$ cat config.mk
export PLATFORM = sky130hd
export DESIGN_NAME = oba_matrix
export DESIGN_NICKNAME = d
export VERILOG_FILES = /design/src/design/oba_pkg.sv /design/src/design/oba_matrix.sv /design/src/design/oba_tgt_arb.sv
export VERILOG_INCLUDE_DIRS = /design/src /design/src/design
export SDC_FILE = /design/constraint.sdc
export NUM_CORES = 1
export LEC_CHECK = 0
export ABC_AREA = 1
export BUFFER_PORTS_ARGS = -buffer_cell sky130_fd_sc_hd__buf_2
export CELL_PAD_IN_SITES_DETAIL_PLACEMENT = 0
export CELL_PAD_IN_SITES_GLOBAL_PLACEMENT = 1
export CORE_ASPECT_RATIO = 0.5
export CORE_MARGIN = 2
export CORE_UTILIZATION = 40
export CTS_CLUSTER_DIAMETER = 60
export DETAILED_ROUTE_END_ITERATION = 8
export GPL_TIMING_DRIVEN = 0
export PLACE_DENSITY_LB_ADDON = 0.1
export SLEW_MARGIN = 10
export SYNTH_ARGS = -nofsm -noshare
export SYNTH_HDL_FRONTEND = slang
export SYNTH_SLANG_ARGS = --single-unit
$ cat constraint.sdc
create_clock -name clock -period 2.5 [get_ports clock]
set_input_delay 0.375 -clock clock [delete_from_list [all_inputs] [get_ports clock]]
set_output_delay 0.375 -clock clock [all_outputs]
set_load 0.005 [all_outputs]
$ cat src/design/oba_params.svh
// Constants of the on-chip bus matrix arbiter: target indices, master slots,
// priority field positions, mode codes and reset values.
// Assumes it is included by the arbiter files by its bare name.
//
// Summary of operation
// - On the CPU main bus, operand access wins over instruction fetch.
// - CPU buses reach RAM and ROM directly; direct ROM path is read only.
// - Fetch and operand to different buses proceed in the same cycle.
// - Memory buses fixed order: second main bus, then operand, then fetch.
// - Toggled mode: the requester just accepted drops to lower priority.
// - RAM and ROM buses each have their own two-bit mode selection.
// - DMA controller beats descriptor controller; DMA, then descriptor, then CPU.
// - Only the engine holding an activation requests; accept DMA 0..3, then descriptor.
// - CPU and another master on different targets run concurrently.
// - During an atomic exchange transfer other masters are refused.
// - During descriptor fetch or write-back other masters are refused.
// - Peripheral bus 1, 2 and 6 serve their own peripheral groups.
// - Peripheral buses fixed order: second main bus before CPU main bus.
// - Peripheral buses 1, 2 and 6 each have their own two-bit mode selection.
// - Peripheral writes are buffered; the next access starts before completion.
// - Next access to another peripheral bus waits for the buffered write.
// - CPU memory read after peripheral write may complete before it.
// - DMA on a peripheral bus runs alongside CPU ROM fetch and RAM operand.
// - Mode code 00 is fixed, 01 toggled; 10 and 11 are prohibited.
// - All buses here run on the one system core clock.
`ifndef OBA_PARAMS_SVH
`define OBA_PARAMS_SVH

// Target buses: RAM, ROM (read path), peripheral bus 1, 2 and 6.
`define OBA_TGT_RAM 3'h0
`define OBA_TGT_ROM 3'h1
`define OBA_TGT_P1 3'h2
`define OBA_TGT_P2 3'h3
`define OBA_TGT_P6 3'h4
`define OBA_NUM_TGT 5

// Master slots in a target arbiter's grant vector.
`define OBA_M_M2 0
`define OBA_M_OP 1
`define OBA_M_IF 2

// Field positions of the priority configuration word.
`define OBA_PRIO_RAM 0
`define OBA_PRIO_ROM 2
`define OBA_PRIO_P1 4
`define OBA_PRIO_P2 6
`define OBA_PRIO_P6 10
`define OBA_PRIO_RESET 12'h000

// Mode codes of a two-bit priority selection.
`define OBA_MODE_FIXED 2'h0
`define OBA_MODE_TOGGLE 2'h1

`endif

$ cat src/design/oba_pkg.sv
// Types of the on-chip bus matrix arbiter.
// Assumes the constants header is compiled alongside.
package oba_pkg;

	// Ownership of the second main bus by the transfer engines.
	typedef enum logic [2:0] {ENG_IDLE, ENG_DMA0, ENG_DMA1, ENG_DMA2, ENG_DMA3, ENG_DTC} oba_eng_t;

	// State of one target bus arbiter.
	typedef struct packed {
		logic busy;
		logic last_m2;
		logic [2:0] own;
	} oba_cell_st_t;

	// State of the matrix.
	typedef struct packed {
		oba_eng_t eng;
		logic [11:0] prio;
		logic cpu_pend;
		logic [2:0] cpu_pend_tgt;
		logic m2_pend;
		logic [2:0] m2_pend_tgt;
	} oba_mx_st_t;

endpackage

$ cat src/design/oba_matrix.sv
// On-chip bus matrix arbiter: CPU fetch and operand buses, CPU main bus,
// second main bus for the transfer engines, RAM, ROM and peripheral buses.
// Assumes masters hold a request until its accept pulse and that each target
// bus pulses its done line once when the granted transfer ends.
`timescale 1ns/100ps
`include "oba_params.svh"
module oba_matrix
	import oba_pkg::*;
(
	// Clock and reset.
	input wire logic clock,
	input wire logic rst_b,
	// Priority configuration load.
	input wire logic cfg_load,
	input wire logic [1:0] ram_bus_prio_sel,
	input wire logic [1:0] rom_bus_prio_sel,
	input wire logic [1:0] periph1_prio_sel,
	input wire logic [1:0] periph2_prio_sel,
	input wire logic [1:0] periph6_prio_sel,
	output logic [11:0] bus_priority_config,
	// CPU instruction bus.
	input wire logic if_req,
	input wire logic [2:0] if_tgt,
	output logic if_gnt,
	// CPU operand bus.
	input wire logic op_req,
	input wire logic [2:0] op_tgt,
	input wire logic op_wr,
	output logic op_gnt,
	output logic op_rom_wr_reject,
	// Second main bus, driven by the engine that holds an activation.
	input wire logic m2_req,
	input wire logic [2:0] m2_tgt,
	input wire logic m2_wr,
	output logic m2_gnt,
	// Transfer engine activation.
	input wire logic [3:0] dma_act_req,
	input wire logic dtc_act_req,
	input wire logic eng_release,
	output logic [4:0] eng_accept,
	output logic [4:0] eng_owner,
	// Bus locks.
	input wire logic atomic_atomic_exchange_instruction_active,
	input wire logic dtc_desc_active,
	// Target buses.
	input wire logic [4:0] tgt_done,
	output logic [4:0] tgt_own_m2,
	output logic [4:0] tgt_own_op,
	output logic [4:0] tgt_own_if
);

	oba_mx_st_t s;
	oba_mx_st_t next_s;
	logic [1:0] prio_sel [`OBA_NUM_TGT];
	logic [2:0] cell_acc [`OBA_NUM_TGT];
	logic [2:0] cell_own [`OBA_NUM_TGT];
	logic [4:0] req_m2;
	logic [4:0] req_op;
	logic [4:0] req_if;
	logic [4:0] acc_m2;
	logic [4:0] acc_op;
	logic [4:0] acc_if;
	logic m2_live;
	logic op_live;
	logic if_live;
	logic op_per;
	logic op_tgt_per;
	logic m2_tgt_per;
	logic [4:0] tgt_free; // Targets with no owner; read by the checks only.

	// ************************************************************
	// Request qualification
	// ************************************************************

	// Only the engine that accepted an activation may use the second main bus;
	// an atomic exchange keeps it off every target.
	assign m2_live = m2_req && (s.eng != ENG_IDLE) && !atomic_atomic_exchange_instruction_active;
	// Descriptor fetch and write-back shut the CPU out.
	assign op_live = op_req && !dtc_desc_active;
	assign if_live = if_req && !dtc_desc_active;
	assign op_tgt_per = (op_tgt >= `OBA_TGT_P1);
	assign m2_tgt_per = (m2_tgt >= `OBA_TGT_P1);
	// The CPU main bus carries one access; an operand there keeps fetch out.
	assign op_per = op_req && op_tgt_per;
	// The direct ROM path is read only; a write there is refused.
	assign op_rom_wr_reject = op_req && op_wr && (op_tgt == `OBA_TGT_ROM);

	// Mode selection of each target bus.
	assign prio_sel[`OBA_TGT_RAM] = s.prio[`OBA_PRIO_RAM +: 2];
	assign prio_sel[`OBA_TGT_ROM] = s.prio[`OBA_PRIO_ROM +: 2];
	assign prio_sel[`OBA_TGT_P1] = s.prio[`OBA_PRIO_P1 +: 2];
	assign prio_sel[`OBA_TGT_P2] = s.prio[`OBA_PRIO_P2 +: 2];
	assign prio_sel[`OBA_TGT_P6] = s.prio[`OBA_PRIO_P6 +: 2];

	// ************************************************************
	// Target bus arbiters
	// ************************************************************

	// One arbiter per target; separate targets run in parallel, so fetch,
	// operand and the second main bus can all move in the same cycle.
	for (genvar t = 0; t < `OBA_NUM_TGT; t++)
	begin : g_tgt
		localparam logic [2:0] TI = 3'(t);
		localparam bit PER = (TI >= `OBA_TGT_P1);
		logic cpu_wb_ok;
		logic m2_wb_ok;

		// A buffered write to another peripheral bus holds the same master.
		assign cpu_wb_ok = !PER || !s.cpu_pend || (s.cpu_pend_tgt == TI);
		assign m2_wb_ok = !PER || !s.m2_pend || (s.m2_pend_tgt == TI);
		assign req_m2[t] = m2_live && (m2_tgt == TI) && m2_wb_ok;
		assign req_op[t] = op_live && (op_tgt == TI) && cpu_wb_ok
			&& !((TI == `OBA_TGT_ROM) && op_wr);
		// Memory targets see the fetch directly; peripherals only via main bus 1.
		assign req_if[t] = if_live && (if_tgt == TI) && (!PER || (cpu_wb_ok && !op_per));

		oba_tgt_arb u_arb (
			.clock(clock),
			.rst_b(rst_b),
			.toggled(prio_sel[t] == `OBA_MODE_TOGGLE),
			.req_m2(req_m2[t]),
			.req_op(req_op[t]),
			.req_if(req_if[t]),
			.done(tgt_done[t]),
			.acc(cell_acc[t]),
			.own(cell_own[t])
		);

		assign acc_m2[t] = cell_acc[t][`OBA_M_M2];
		assign acc_op[t] = cell_acc[t][`OBA_M_OP];
		assign acc_if[t] = cell_acc[t][`OBA_M_IF];
		assign tgt_own_m2[t] = cell_own[t][`OBA_M_M2];
		assign tgt_own_op[t] = cell_own[t][`OBA_M_OP];
		assign tgt_own_if[t] = cell_own[t][`OBA_M_IF];
		// A target with no owner can take a new request in this cycle.
		assign tgt_free[t] = (cell_own[t] == 3'h0);
	end

	// Accept pulses back to the masters.
	assign m2_gnt = |acc_m2;
	assign op_gnt = |acc_op;
	assign if_gnt = |acc_if;

	// ************************************************************
	// Engine activation, configuration and write buffer
	// ************************************************************

	// Next state of the matrix.
	always_comb
	begin
		next_s = s;
		eng_accept = 5'h00;
		// Activations are taken in fixed order, whatever the bus modes.
		unique case (s.eng)
			ENG_IDLE:
			begin
				if (dma_act_req[0])
				begin
					next_s.eng = ENG_DMA0;
					eng_accept = 5'h01;
				end
				else if (dma_act_req[1])
				begin
					next_s.eng = ENG_DMA1;
					eng_accept = 5'h02;
				end
				else if (dma_act_req[2])
				begin
					next_s.eng = ENG_DMA2;
					eng_accept = 5'h04;
				end
				else if (dma_act_req[3])
				begin
					next_s.eng = ENG_DMA3;
					eng_accept = 5'h08;
				end
				else if (dtc_act_req)
				begin
					next_s.eng = ENG_DTC;
					eng_accept = 5'h10;
				end
			end
			ENG_DMA0, ENG_DMA1, ENG_DMA2, ENG_DMA3, ENG_DTC:
			begin
				if (eng_release)
					next_s.eng = ENG_IDLE;
			end
			default:
				next_s.eng = ENG_IDLE;
		endcase
		// Modes load only while no engine runs; reserved bits stay zero.
		if (cfg_load && (s.eng == ENG_IDLE))
		begin
			next_s.prio = {periph6_prio_sel, 2'h0, periph2_prio_sel, periph1_prio_sel,
				rom_bus_prio_sel, ram_bus_prio_sel};
		end
		// A buffered write retires when its peripheral bus reports done.
		if (s.cpu_pend && tgt_done[s.cpu_pend_tgt])
			next_s.cpu_pend = 1'b0;
		if (s.m2_pend && tgt_done[s.m2_pend_tgt])
			next_s.m2_pend = 1'b0;
		// A new accepted peripheral write is recorded after the retire, so it wins.
		if (op_gnt && op_wr && op_tgt_per)
		begin
			next_s.cpu_pend = 1'b1;
			next_s.cpu_pend_tgt = op_tgt;
		end
		if (m2_gnt && m2_wr && m2_tgt_per)
		begin
			next_s.m2_pend = 1'b1;
			next_s.m2_pend_tgt = m2_tgt;
		end
	end

	// Matrix state; everything sits on the one system core clock.
	always_ff @(posedge clock or negedge rst_b)
	begin
		if (!rst_b)
		begin
			s <= '{eng: ENG_IDLE, prio: `OBA_PRIO_RESET, cpu_pend: 1'b0, cpu_pend_tgt: 3'h0,
				m2_pend: 1'b0, m2_pend_tgt: 3'h0};
		end
		else
			s <= next_s;
	end

	// Status outputs, straight from the state register.
	assign bus_priority_config = s.prio;
	assign eng_owner = {s.eng == ENG_DTC, s.eng == ENG_DMA3, s.eng == ENG_DMA2,
		s.eng == ENG_DMA1, s.eng == ENG_DMA0};
endmodule // oba_matrix

$ cat src/design/oba_tgt_arb.sv
// One target bus arbiter: second main bus, CPU operand and CPU fetch slots.
// Assumes requests are held until accepted and done pulses once per transfer.
`timescale 1ns/100ps
`include "oba_params.svh"
module oba_tgt_arb
	import oba_pkg::*;
(
	// Clock and reset.
	input wire logic clock,
	input wire logic rst_b,
	// Mode: high for toggled order.
	input wire logic toggled,
	// Requests.
	input wire logic req_m2,
	input wire logic req_op,
	input wire logic req_if,
	// Completion of the granted transfer.
	input wire logic done,
	// Accept pulse and held ownership, one-hot by master slot.
	output logic [2:0] acc,
	output logic [2:0] own
);

	oba_cell_st_t s;
	oba_cell_st_t next_s;
	logic cpu_req;
	logic m2_wins;

	// ************************************************************
	// Arbitration
	// ************************************************************

	// Pick a winner whenever the bus is free; the owner stays until done.
	always_comb
	begin
		next_s = s;
		acc = 3'h0;
		cpu_req = req_op || req_if;
		// In toggled mode the last accepted side loses the next tie.
		m2_wins = req_m2 && (!toggled || !s.last_m2 || !cpu_req);
		if (s.busy)
		begin
			if (done)
			begin
				next_s.busy = 1'b0;
				next_s.own = 3'h0;
			end
		end
		else if (req_m2 || cpu_req)
		begin
			if (m2_wins)
				acc[`OBA_M_M2] = 1'b1;
			else if (req_op)
				acc[`OBA_M_OP] = 1'b1;
			else
				acc[`OBA_M_IF] = 1'b1;
			next_s.busy = 1'b1;
			next_s.own = acc;
			next_s.last_m2 = acc[`OBA_M_M2];
		end
	end

	// State register; reset leaves the bus free.
	always_ff @(posedge clock or negedge rst_b)
	begin
		if (!rst_b)
			s <= '{busy: 1'b0, last_m2: 1'b0, own: 3'h0};
		else
			s <= next_s;
	end

	assign own = s.own;
endmodule // oba_tgt_arb

==> impl_metrics.csv, run 1 <==
group,metric,value,unit
die,rows,21,
power,p_int,2.129,mW
synthesis,post_synth_main_area_contributors,"dfrtp_1 43%, nand2_1 9.1%, nand3_1 7.8%",
die,design.core.area,6621,um2
clocking,clk_transition_reported_paths,0.07,ns
worst_hold_path,holdCritPathClass,"primary input to asynchronous set/reset pin",
timing,worst_pin_slew,1.047,ns
placed_design,placement.io_buffers,78,
synthesis,netlist_top_cells_count,"66 x nand2_1, 52 x inv_1, 46 x dfrtp_1",
worst_setup_path,cp_slowest_cell,"dfrtp_1",
die,floorplan.initialDensity,40.89,%
timing,timing.final.setup_violations,0,
clocking,clock_sinks,46,
timing,post-route-min-period,2.341,ns
synthesis,synth_top_area_cell,"dfrtp_1",
timing,timing.final.max_slew_violations,0,
synthesis,synth-async-reset-ratio,100.0,%
die,fp.dieW,120.4,um
synthesis,ys_dominant_reg_cell,"dfrtp_1",
synthesis,post_synth.cell_area_avg,7.649,um2
timing,rsz0062_at_grt,"false",
global_route,grt_antenna_before_repair,0,
timing,fin_crit_sh,93.65,%
detailed_routing,drc_errors,0,
detailed_routing,avgRoutedWirePerCell,12.43,um
power,p_switching,1.079,mW
timing,clock_skew,0.002754,ns
worst_setup_path,crit_required,2.12,ns
synthesis,synth_edf_count,0,
power,sequential_power_share,38.9,%
timing,setup_total_negative_slack,0,ns
power,power.density,941.7,nW/um2
worst_setup_path,r2r-start,"s[21]",
layout,antenna_cells,0,
synthesis,synth-warning-count,0,
detailed_routing,num_vias,2534,
global_route,globalRouteTotalUtil,19.11,%
worst_setup_path,path_max_fanout,6,
die,die_h,62.18,um
worst_setup_path,reg2regPathDepth,11,
synthesis,synth.most_common_cell,"nand2_1",
clocking,tritoncts,"built",
synthesis,yosysTopAreaCellShare,42.51,%
job,timing.max_cap.violations,0,
power,power.clock.fraction,23.9,%
clocking,cts_htree_levels,2,
power,sw_frac_of_total,33.64,%
worst_setup_path,crit_chain,"inv_2, nand3_2, nand2_4, nor2_2, o21ai_2, nor2_1, nor2_1, nand4_1, buf_2",
timing,max_freq,427.1,MHz
detailed_routing,drtPass1Iterations,5,
placed_design,numPlacedInstances,525,
worst_setup_path,timing.critical_path.mode_cell,"nor2_1",
global_route,grt_max_degree,47,
worst_setup_path,max_stage_delay,0.43,ns
synthesis,yosysUniqueCellTypes,35,
detailed_routing,vias_per_cell,4.754,
placed_design,gp_congestion,0.8212,
clocking,clock_latency,0.29,ns
power,p_leak,1.876,nW
clocking,clk_path_buf_depth,2,
synthesis,seq_area_frac_synth,42.51,%
global_route,first_global_vias,2357,
worst_setup_path,capture_instance_of_the_worst_register_to_register_path,"s[2]",
worst_setup_path,crit_path_end_kind,"output port",
timing,finalHoldViolCount,0,
placed_design,place_hpwl,5318,um
outcome,run_status,"complete, no violations",
power,combPwrFrac,37.2,%
detailed_routing,drt_antenna_net_count,0,
global_route,gr-total-overflow,0,
power,peakVddDrop,0.5225,mV
synthesis,ys_ff_latch,46,
detailed_routing,wl,6626,um
layout,fin_cells,533,
synthesis,post_synth_inst_count,354,
layout,syn2layout_area_growth,25.83,%
synthesis,synth_area,2708,um2
clocking,holdBufCountCts,0,
worst_setup_path,startpoint_type,"flop",
die,die_area,7483,um2
die,io_pins,81,
worst_setup_path,slack_of_the_worst_reg_to_reg_path,0.71,ns
detailed_routing,initialDrtViolationCount,171,
clocking,cts-root-buf,"clkbuf_16",
clocking,cts_made_buffers,5,
timing,timing.max_slew.rel_slack,30.18,%
global_route,first_pass_grt_wire_length,11180,um
worst_setup_path,worst_ep_arrival_time,1.97,ns
worst_setup_path,timing.setup.critical_path_class,"flop to output port",
layout,drive_gt1_share,32.65,%
layout,finalNetCount,480,
per-stage QoR:
stage	area [um2]	util [%]	worst slack [ns]	hold WS, ns	power [mW]
6_report	3407	51.46	0.1587	0.2575	3.208
5_1_grt	3407	51.46	0.007626	0.3026	3.483
4_1_cts	3387	51.15	0.03558	0.2886	3.239
3_5_place_dp	3217	48.58	0.3265	0.4648	2.461
3_3_place_gp	3217	48.58	0.3558	0.4524	2.426
2_1_floorplan	2711	-	0.7942	0.07941	2.024
power by group through the flow:
stage	Sequential [mW]	Clock (mW)	Combinational [mW]
after floorplan	1.19	0	0.833
after global routing	1.30	0.824	1.36
after global placement	1.24	0	1.18
after CTS	1.25	0.783	1.21
final	1.25	0.765	1.19
after detailed placement	1.26	0	1.20
how the worst max path moves through the flow:
stage,startpoint,to,slack [ns],depth (start not counted)
3_5_place_dp,op_tgt[2],if_gnt,0.33,9
2_1_floorplan,s[22],if_gnt,0.79,8
4_1_cts,s[21],if_gnt,0.04,9
3_3_place_gp,op_tgt[2],if_gnt,0.36,9
5_1_grt,s[4],if_gnt,0.008,12
6_report,s[22],if_gnt,0.16,9
flip-flops by register name, indices dropped and copies added, names as in the netlist:
register and count:
bus_priority_config 10, s 11, g_tgt.u_arb.own 15, g_tgt.u_arb.s 10
cell type report:
| type | count | area, um2 |
|---|---|---|
| Tap cell | 92 | 115.1 |
| Clock buffer | 5 | 125.1 |
| Fill cell | 675 | 3214 |
| Sequential cell | 46 | 1152 |
| Inverter | 56 | 210.2 |
| Timing Repair Buffer | 78 | 390.4 |
| Clock inverter | 3 | 45.04 |
| Multi-Input combinational cell | 225 | 1161 |
| Buffer | 28 | 207.7 |
critical path: cells and delay by family (launching register included):
kind                   cells  cell delay (ns)
AO/OA/AOI/OAI              1             0.24
buffers and inverters      2             0.24
flip-flops                 1             0.43
AND/OR/NAND/NOR            6             0.76
cells by family (layout without fill, tap and decap cells):
| kind of cell | count (synthesis) | after routing | synth area share [%] |
|---|---|---|---|
| buffers and inverters | 84 | 170 | 15.43 |
| other | 1 | 2 | 0.1385 |
| DFF | 46 | 46 | 42.51 |
| and+or+nand+nor | 168 | 168 | 29.44 |
| muxes | 7 | 7 | 2.911 |
| AOI/OAI and AO/OA | 48 | 48 | 9.566 |
cells in the final DEF (no fill, tap or decap), drive strengths merged:
| cell type | instances |
|---|---|
| o211ai | 1 |
| mux2 | 7 |
| nand2 | 70 |
| and3 | 1 |
| nor2 | 35 |
| or2 | 1 |
| a31oi | 2 |
| conb | 2 |
| clkinv | 1 |
| nand3 | 43 |
| buf | 106 |
| inv | 55 |
| a21oi | 8 |
| bufinv | 1 |
| nor3b | 1 |
| a31o | 1 |
| o21bai | 1 |
| a211oi | 1 |
| clkinvlp | 2 |
| nand4 | 4 |
| o22ai | 2 |
| o21ai | 31 |
| and3b | 2 |
| o21a | 1 |
| clkbuf | 5 |
| nor3 | 11 |
| dfrtp | 46 |
routing by layer:
layer	GRT usage, %	up-vias	wire length, um
met5	0	-	0
met2	26.28	84	2561
met4	6.395	0	95
li1	-	1302	-
met1	28.55	1140	3474
met3	5.423	8	495
what timing repair did:
action / 4_1_cts / 5_1_grt
setup buffers: 0 / 0
endpoints found under the setup margin: 0 / 3
resized for setup: 0 / 6
No activity file was read; power rests on OpenSTA's default activity.
==> run 2: changes to the inputs <==
--- a/config.mk
+++ b/config.mk
@@ -12,7 +12,7 @@
 export CELL_PAD_IN_SITES_GLOBAL_PLACEMENT = 1
 export CORE_ASPECT_RATIO = 0.5
 export CORE_MARGIN = 2
-export CORE_UTILIZATION = 40
+export CORE_UTILIZATION = 37
 export CTS_CLUSTER_DIAMETER = 60
 export DETAILED_ROUTE_END_ITERATION = 8
 export GPL_TIMING_DRIVEN = 0
==> constraint.sdc (replaced) <==
create_clock -name clock -period 2.2 [get_ports clock]
set_input_delay 0.33 -clock clock [delete_from_list [all_inputs] [get_ports clock]]
set_output_delay 0.33 -clock clock [all_outputs]
set_load 0.005 [all_outputs]
==> run 2 against run 1 <==
  * Global-route usage is 1.4 points lower
  * Largest power group is now combinational logic
  * Setup slack worse by 0.12 ns
  * Cell area is 5.9% higher
  * Die area is 7.7% higher
  * Critical path depth stayed put
  * Largest cell class unchanged
  * Wire length is 7.1% higher
  * Clock skew is 0.0016 ns higher
  * Combinational power is 29% higher
  * Worst hold slack worse by 0.017 ns
  * Core utilization is 0.98 points higher
  * Critical endpoint unchanged
==> impl_metrics.csv, run 2 (synthesis results as in run 1) <==
group,metric,value,unit
layout,fillers,697,
clocking,cts-root-buf,"clkbuf_16",
worst_setup_path,max_stage_delay,0.42,ns
clocking,cts_made_buffers,5,
global_route,first_pass_grt_wire_length,11360,um
detailed_routing,wl,7099,um
die,rows,21,
timing,timing.final.setup_violations,0,
worst_setup_path,crit_required,1.87,ns
global_route,grt_max_degree,47,
power,power.density,1036,nW/um2
timing,timing.final.max_slew_violations,0,
timing,clock_skew,0.004343,ns
layout,finalNetCount,492,
clocking,tritoncts,"built",
worst_setup_path,startpoint_type,"flop",
die,die_area,8060,um2
layout,post-route-util,52.44,%
die,fp.dieW,125.0,um
layout,most-common-layout-cells,"79 x buf_2, 55 x nand2_1, 50 x inv_1",
timing,timing.max_slew.rel_slack,28.94,%
detailed_routing,drt_antenna_net_count,0,
die,design.core.area,6884,um2
layout,largest_register_ffs,15,
job,timing.max_cap.violations,0,
worst_setup_path,cpLargestDelayFamily,"simple AND/OR/NAND/NOR gates",
worst_setup_path,timing.setup.critical_path_class,"flop to output port",
worst_setup_path,worst_setup_path_startpoint,"s[22]",
worst_setup_path,worst_ep_arrival_time,1.83,ns
timing,rsz0062_at_grt,"true",
placed_design,gp_congestion,0.8123,
worst_hold_path,holdCritPathClass,"primary input to asynchronous set/reset pin",
global_route,first_global_vias,2416,
clocking,clock_sinks,46,
outcome,run_status,"complete, no violations",
layout,syn2layout_area_growth,33.32,%
worst_setup_path,r2r-start,"s[5]",
clocking,holdBufCountCts,0,
layout,multiInputGateArea,1287,um2
timing,fin_crit_sh,98.16,%
global_route,globalRouteTotalUtil,17.68,%
power,peakVddDrop,0.5614,mV
worst_setup_path,cp_slowest_cell,"dfrtp_2",
timing,worst_pin_slew,1.066,ns
die,floorplan.initialDensity,39.33,%
detailed_routing,drtPass1Iterations,4,
clocking,clock_latency,0.28,ns
clocking,cts_htree_levels,2,
worst_setup_path,path_max_fanout,5,
timing,finalHoldViolCount,0,
worst_setup_path,cp.buffers_inverters,2,
timing,final_hold_slack,0.2401,ns
clocking,clk_path_buf_depth,2,
placed_design,place_hpwl,5460,um
die,io_pins,81,
placed_design,placement.io_buffers,78,
layout,antenna_cells,0,
detailed_routing,initialDrtViolationCount,157,
detailed_routing,vias_per_cell,4.758,
layout,seqCellArea,1159,um2
detailed_routing,avgRoutedWirePerCell,13.03,um
worst_setup_path,crit_path_end_kind,"output port",
timing,post-route-min-period,2.159,ns
detailed_routing,num_vias,2593,
timing,max_freq,463.1,MHz
die,die_h,64.49,um
detailed_routing,drc_errors,0,
layout,drive_gt1_share,40.40,%
worst_setup_path,crit_chain,"inv_2, nand3_4, nand2_8, nor2_4, o21ai_2, nor2_2, nor2_1, nand4_1, buf_2",
clocking,clk_transition_reported_paths,0.06,ns
global_route,gr-total-overflow,0,
layout,mostFrequentLayoutCell,"buf_2",
power,p_leak,1.938,nW
global_route,grt_antenna_before_repair,1,
run 2: cell count changes in the layout (fill, tap and decap cells not counted), sizes merged:
cell | before | now
buf | 106 | 118
bufinv | 1 | 0
clkbuf | 5 | 7
clkinv | 1 | 2
clkinvlp | 2 | 0
run 2: repair_timing:
| item | in CTS | in global routing |
|---|---|---|
| resized for setup | 9 | 35 |
| pin swaps | 3 | 10 |
| setup buffers | 1 | 11 |
| endpoints found under the setup margin | 3 | 3 |
run 2: path summary, 6_finish.rpt:
kind	to	slack [ns]	cells past startpoint
worst min register to register	g_tgt[0].u_arb.s[3]	0.47	2
worst min-delay path	bus_priority_config[6]	0.24	1
worst max register to register	s[6]	0.43	13
min in group clock	g_tgt[4].u_arb.s[4]	0.26	2
max in group asynchronous	s[1]	1.24	1
worst max-delay path	if_gnt	0.04	9
run 2: power breakdown:
part	switching, mW	internal (mW)	total [mW]
clock network	0.317	0.451	0.768
registers	0.254	1.18	1.43
logic	0.726	0.814	1.54
run 2: final cells by class:
type	instances	share of cell area [%]
buffer	28	5.754
clock buffer	7	3.951
clock inverter	1	0.1386
inverter	56	5.893
multi-input combinational	225	35.67
sequential	46	32.10
tap	92	3.189
timing repair buffer	90	13.31
run 2: metal layers:
| layer | up-vias | global-route usage, % | share of wire [%] |
|---|---|---|---|
| li1 | 1319 | - | - |
| met5 | - | 0 | 0.18 |
| met1 | 1193 | 26.28 | 51 |
| met4 | 2 | 5.278 | 1.1 |
| met3 | 9 | 4.707 | 7.1 |
| met2 | 70 | 25.07 | 41 |
run 2: metrics by stage:
step	power (mW)	TNS [ns]	setup WS (ns)	cell area [um2]	instances
floorplan	2.299	0	0.5392	2711	355
global placement	2.764	0	0.1063	3217	525
detailed placement	2.805	0	0.1040	3217	525
CTS	3.589	-0.02153	-0.02153	3408	534
global route	4.042	-0.07412	-0.05246	3610	545
finish	3.739	0	0.04058	3610	545
==> run 3: changes to the inputs <==
--- a/config.mk
+++ b/config.mk
@@ -6,13 +6,12 @@
 export SDC_FILE = /design/constraint.sdc
 export NUM_CORES = 1
 export LEC_CHECK = 0
-export ABC_AREA = 1
 export BUFFER_PORTS_ARGS = -buffer_cell sky130_fd_sc_hd__buf_2
 export CELL_PAD_IN_SITES_DETAIL_PLACEMENT = 0
 export CELL_PAD_IN_SITES_GLOBAL_PLACEMENT = 1
 export CORE_ASPECT_RATIO = 0.5
 export CORE_MARGIN = 2
-export CORE_UTILIZATION = 37
+export CORE_UTILIZATION = 39
 export CTS_CLUSTER_DIAMETER = 60
 export DETAILED_ROUTE_END_ITERATION = 8
 export GPL_TIMING_DRIVEN = 0
==> run 3 against run 2 <==
  * The run now ends with negative setup slack left
  * Highest routed layer is now met4
  * Clock power fell by 5.3%
  * First-iteration DRC count fell by 41%
  * Via count fell by 0.62%
  * Sequential power barely moved
==> impl_metrics.csv, run 3 <==
group,metric,value,unit
clocking,cts-root-buf,"clkbuf_16",
layout,drive_gt1_share,44.94,%
placed_design,gp_congestion,0.8959,
timing,rsz0062_at_grt,"true",
die,design.core.area,6858,um2
timing,fin_crit_sh,110.2,%
job,timing.max_cap.violations,0,
layout,most-common-layout-cells,"78 x buf_2, 45 x buf_4, 43 x dfrtp_1",
synthesis,yosysUniqueCellTypes,59,
placed_design,pre_cts_slack,-0.5847,ns
synthesis,synth_edf_count,0,
worst_setup_path,startpoint_type,"primary input",
worst_setup_path,crit_chain,"buf_2, nor4bb_1, a32oi_1, or3_4, a211oi_4, nand3_1, buf_2",
synthesis,ys_dominant_reg_cell,"dfrtp_1",
global_route,grt_max_degree,47,
worst_setup_path,reg2regPathDepth,7,
die,die_h,64.28,um
timing,worst_pin_slew,1.059,ns
worst_setup_path,crit_path_end_kind,"output port",
clocking,clk_transition_reported_paths,0.06,ns
synthesis,ys_ff_latch,46,
power,finalPower,3.711,mW
worst_setup_path,path_max_fanout,8,
synthesis,yosysTopAreaCellShare,40.62,%
clocking,clock_sinks,46,
power,power.density,995.6,nW/um2
synthesis,post_synth.cell_area_avg,9.353,um2
worst_setup_path,max_stage_delay,0.44,ns
worst_setup_path,crit_required,1.87,ns
synthesis,synth_area,2834,um2
worst_setup_path,worst_ep_arrival_time,2.09,ns
layout,finalNetCount,445,
timing,max_freq,412.4,MHz
synthesis,netlist_top_cells_count,"46 x dfrtp_1, 27 x buf_4, 27 x nand2_1",
detailed_routing,drt_antenna_net_count,0,
detailed_routing,wl,7621,um
clocking,clk_path_buf_depth,2,
timing,timing.final.max_slew_violations,0,
global_route,globalRouteTotalUtil,19.82,%
detailed_routing,avgRoutedWirePerCell,15.33,um
outcome,run_status,"finished, violations left",
synthesis,synth-async-reset-ratio,100.0,%
clocking,cts_htree_levels,2,
synthesis,synth-warning-count,0,
worst_hold_path,holdCritPathClass,"primary input to asynchronous set/reset pin",
synthesis,post_synth_main_area_contributors,"dfrtp_1 41%, buf_4 7.2%, mux2_2 4.0%",
synthesis,seq_area_frac_synth,40.62,%
timing,worst_slack,-0.2246,ns
detailed_routing,initialDrtViolationCount,92,
synthesis,synth.most_common_cell,"dfrtp_1",
die,io_pins,81,
worst_setup_path,cp.buffers_inverters,2,
worst_setup_path,timing.critical_path.mode_cell,"buf_2",
timing,finalHoldViolCount,0,
layout,syn2layout_area_growth,31.52,%
global_route,gr-total-overflow,0,
detailed_routing,vias_per_cell,5.185,
layout,antenna_cells,0,
timing,clock_skew,0.003545,ns
clocking,tritoncts,"built",
layout,largest_register_ffs,15,
die,floorplan.initialDensity,41.32,%
timing,timing.max_slew.rel_slack,29.41,%
worst_setup_path,worst_setup_path_startpoint,"dtc_desc_active",
die,rows,21,
timing,post-route-min-period,2.425,ns
worst_setup_path,r2r-start,"s[21]",
global_route,grt_antenna_before_repair,0,
worst_setup_path,cp_slowest_cell,"nor4bb_1",
placed_design,place_hpwl,5523,um
worst_setup_path,worst-path-stages,7,
clocking,clock_latency,0.29,ns
clocking,cts_made_buffers,5,
die,die_area,8006,um2
placed_design,placement.io_buffers,77,
worst_setup_path,cpLargestDelayFamily,"simple AND/OR/NAND/NOR gates",
power,p_leak,1.814,nW
outcome,failed_checks,"negative setup slack",
die,fp.dieW,124.6,um
clocking,holdBufCountCts,0,
global_route,first_global_vias,2494,
power,peakVddDrop,0.4018,mV
synthesis,post_synth_inst_count,303,
detailed_routing,drc_errors,0,
worst_setup_path,timing.setup.critical_path_class,"primary input to output port",
global_route,first_pass_grt_wire_length,12460,um
detailed_routing,drtPass1Iterations,5,
detailed_routing,num_vias,2577,
layout,mostFrequentLayoutCell,"buf_2",
layout,fillers,652,
timing,timing.final.setup_violations,8,
synthesis,synth_top_area_cell,"dfrtp_1",
[run 3: final timing paths]
check | end | slack [ns]
worst max-delay path | m2_gnt | -0.22
worst min-delay path | bus_priority_config[1] | 0.22
worst max register to register | s[4] | -0.12
worst min register to register | g_tgt[0].u_arb.s[3] | 0.49
max in group asynchronous | s[0] | 1.24
min in group clock | bus_priority_config[5] | 0.27
[run 3: what timing repair did]
item / in CTS / in global routing
endpoints found under the setup margin: 11 / 22
buffers inserted: 13 / 6
pin swaps: 9 / 7
cloned: 0 / 0
resized for setup: 15 / 18
[run 3: power breakdown]
part	leakage (nW)	internal, mW	total (mW)	switching [mW]
clock	0.0640	0.416	0.727	0.311
sequential	0.583	1.16	1.44	0.280
combinational	1.17	0.889	1.55	0.657
total	1.81	2.46	3.71	1.25
[run 3: cells by family (layout without fill, tap and decap cells)]
| kind of cell | count (synthesis) | count (layout) | synth area share (%) |
|---|---|---|---|
| multiplexers | 18 | 18 | 8.124 |
| buffers and inverters | 48 | 149 | 10.51 |
| AND/OR/NAND/NOR | 126 | 126 | 24.68 |
| AO/OA/AOI/OAI | 64 | 64 | 15.94 |
| flip-flops | 46 | 46 | 40.62 |
| other | 1 | 2 | 0.1323 |
[run 3: through the flow]
step / setup TNS, ns / area [um2] / hold slack [ns] / util, % / instances
finish: -0.9166 / 3727 / 0.2194 / 54.35 / 497
global route: -1.418 / 3727 / 0.2689 / 54.35 / 497
CTS: -1.360 / 3621 / 0.2652 / 52.80 / 492
detailed placement: -2.788 / 3343 / 0.4752 / 48.75 / 473
global placement: -2.944 / 3343 / 0.4663 / 48.75 / 473
floorplan: -0.02739 / 2843 / 0.03441 / - / 304
[run 3: layout make-up]
cell class	instances	area, um2	area share (%)
multi-input combinational	210	1518	40.72
sequential	46	1155	30.98
timing repair buffer	96	531.8	14.27
buffer	29	211.5	5.673
clock buffer	7	132.6	3.558
tap	92	115.1	3.088
inverter	17	63.81	1.712
[run 3: routing by layer]
metal	wire (um)	part of all wire, %	track usage [%]
met4	84	1.1	5.197
met3	517	6.8	4.606
met1	3824	50	28.52
met5	0	0	0
met2	3195	42	30.05
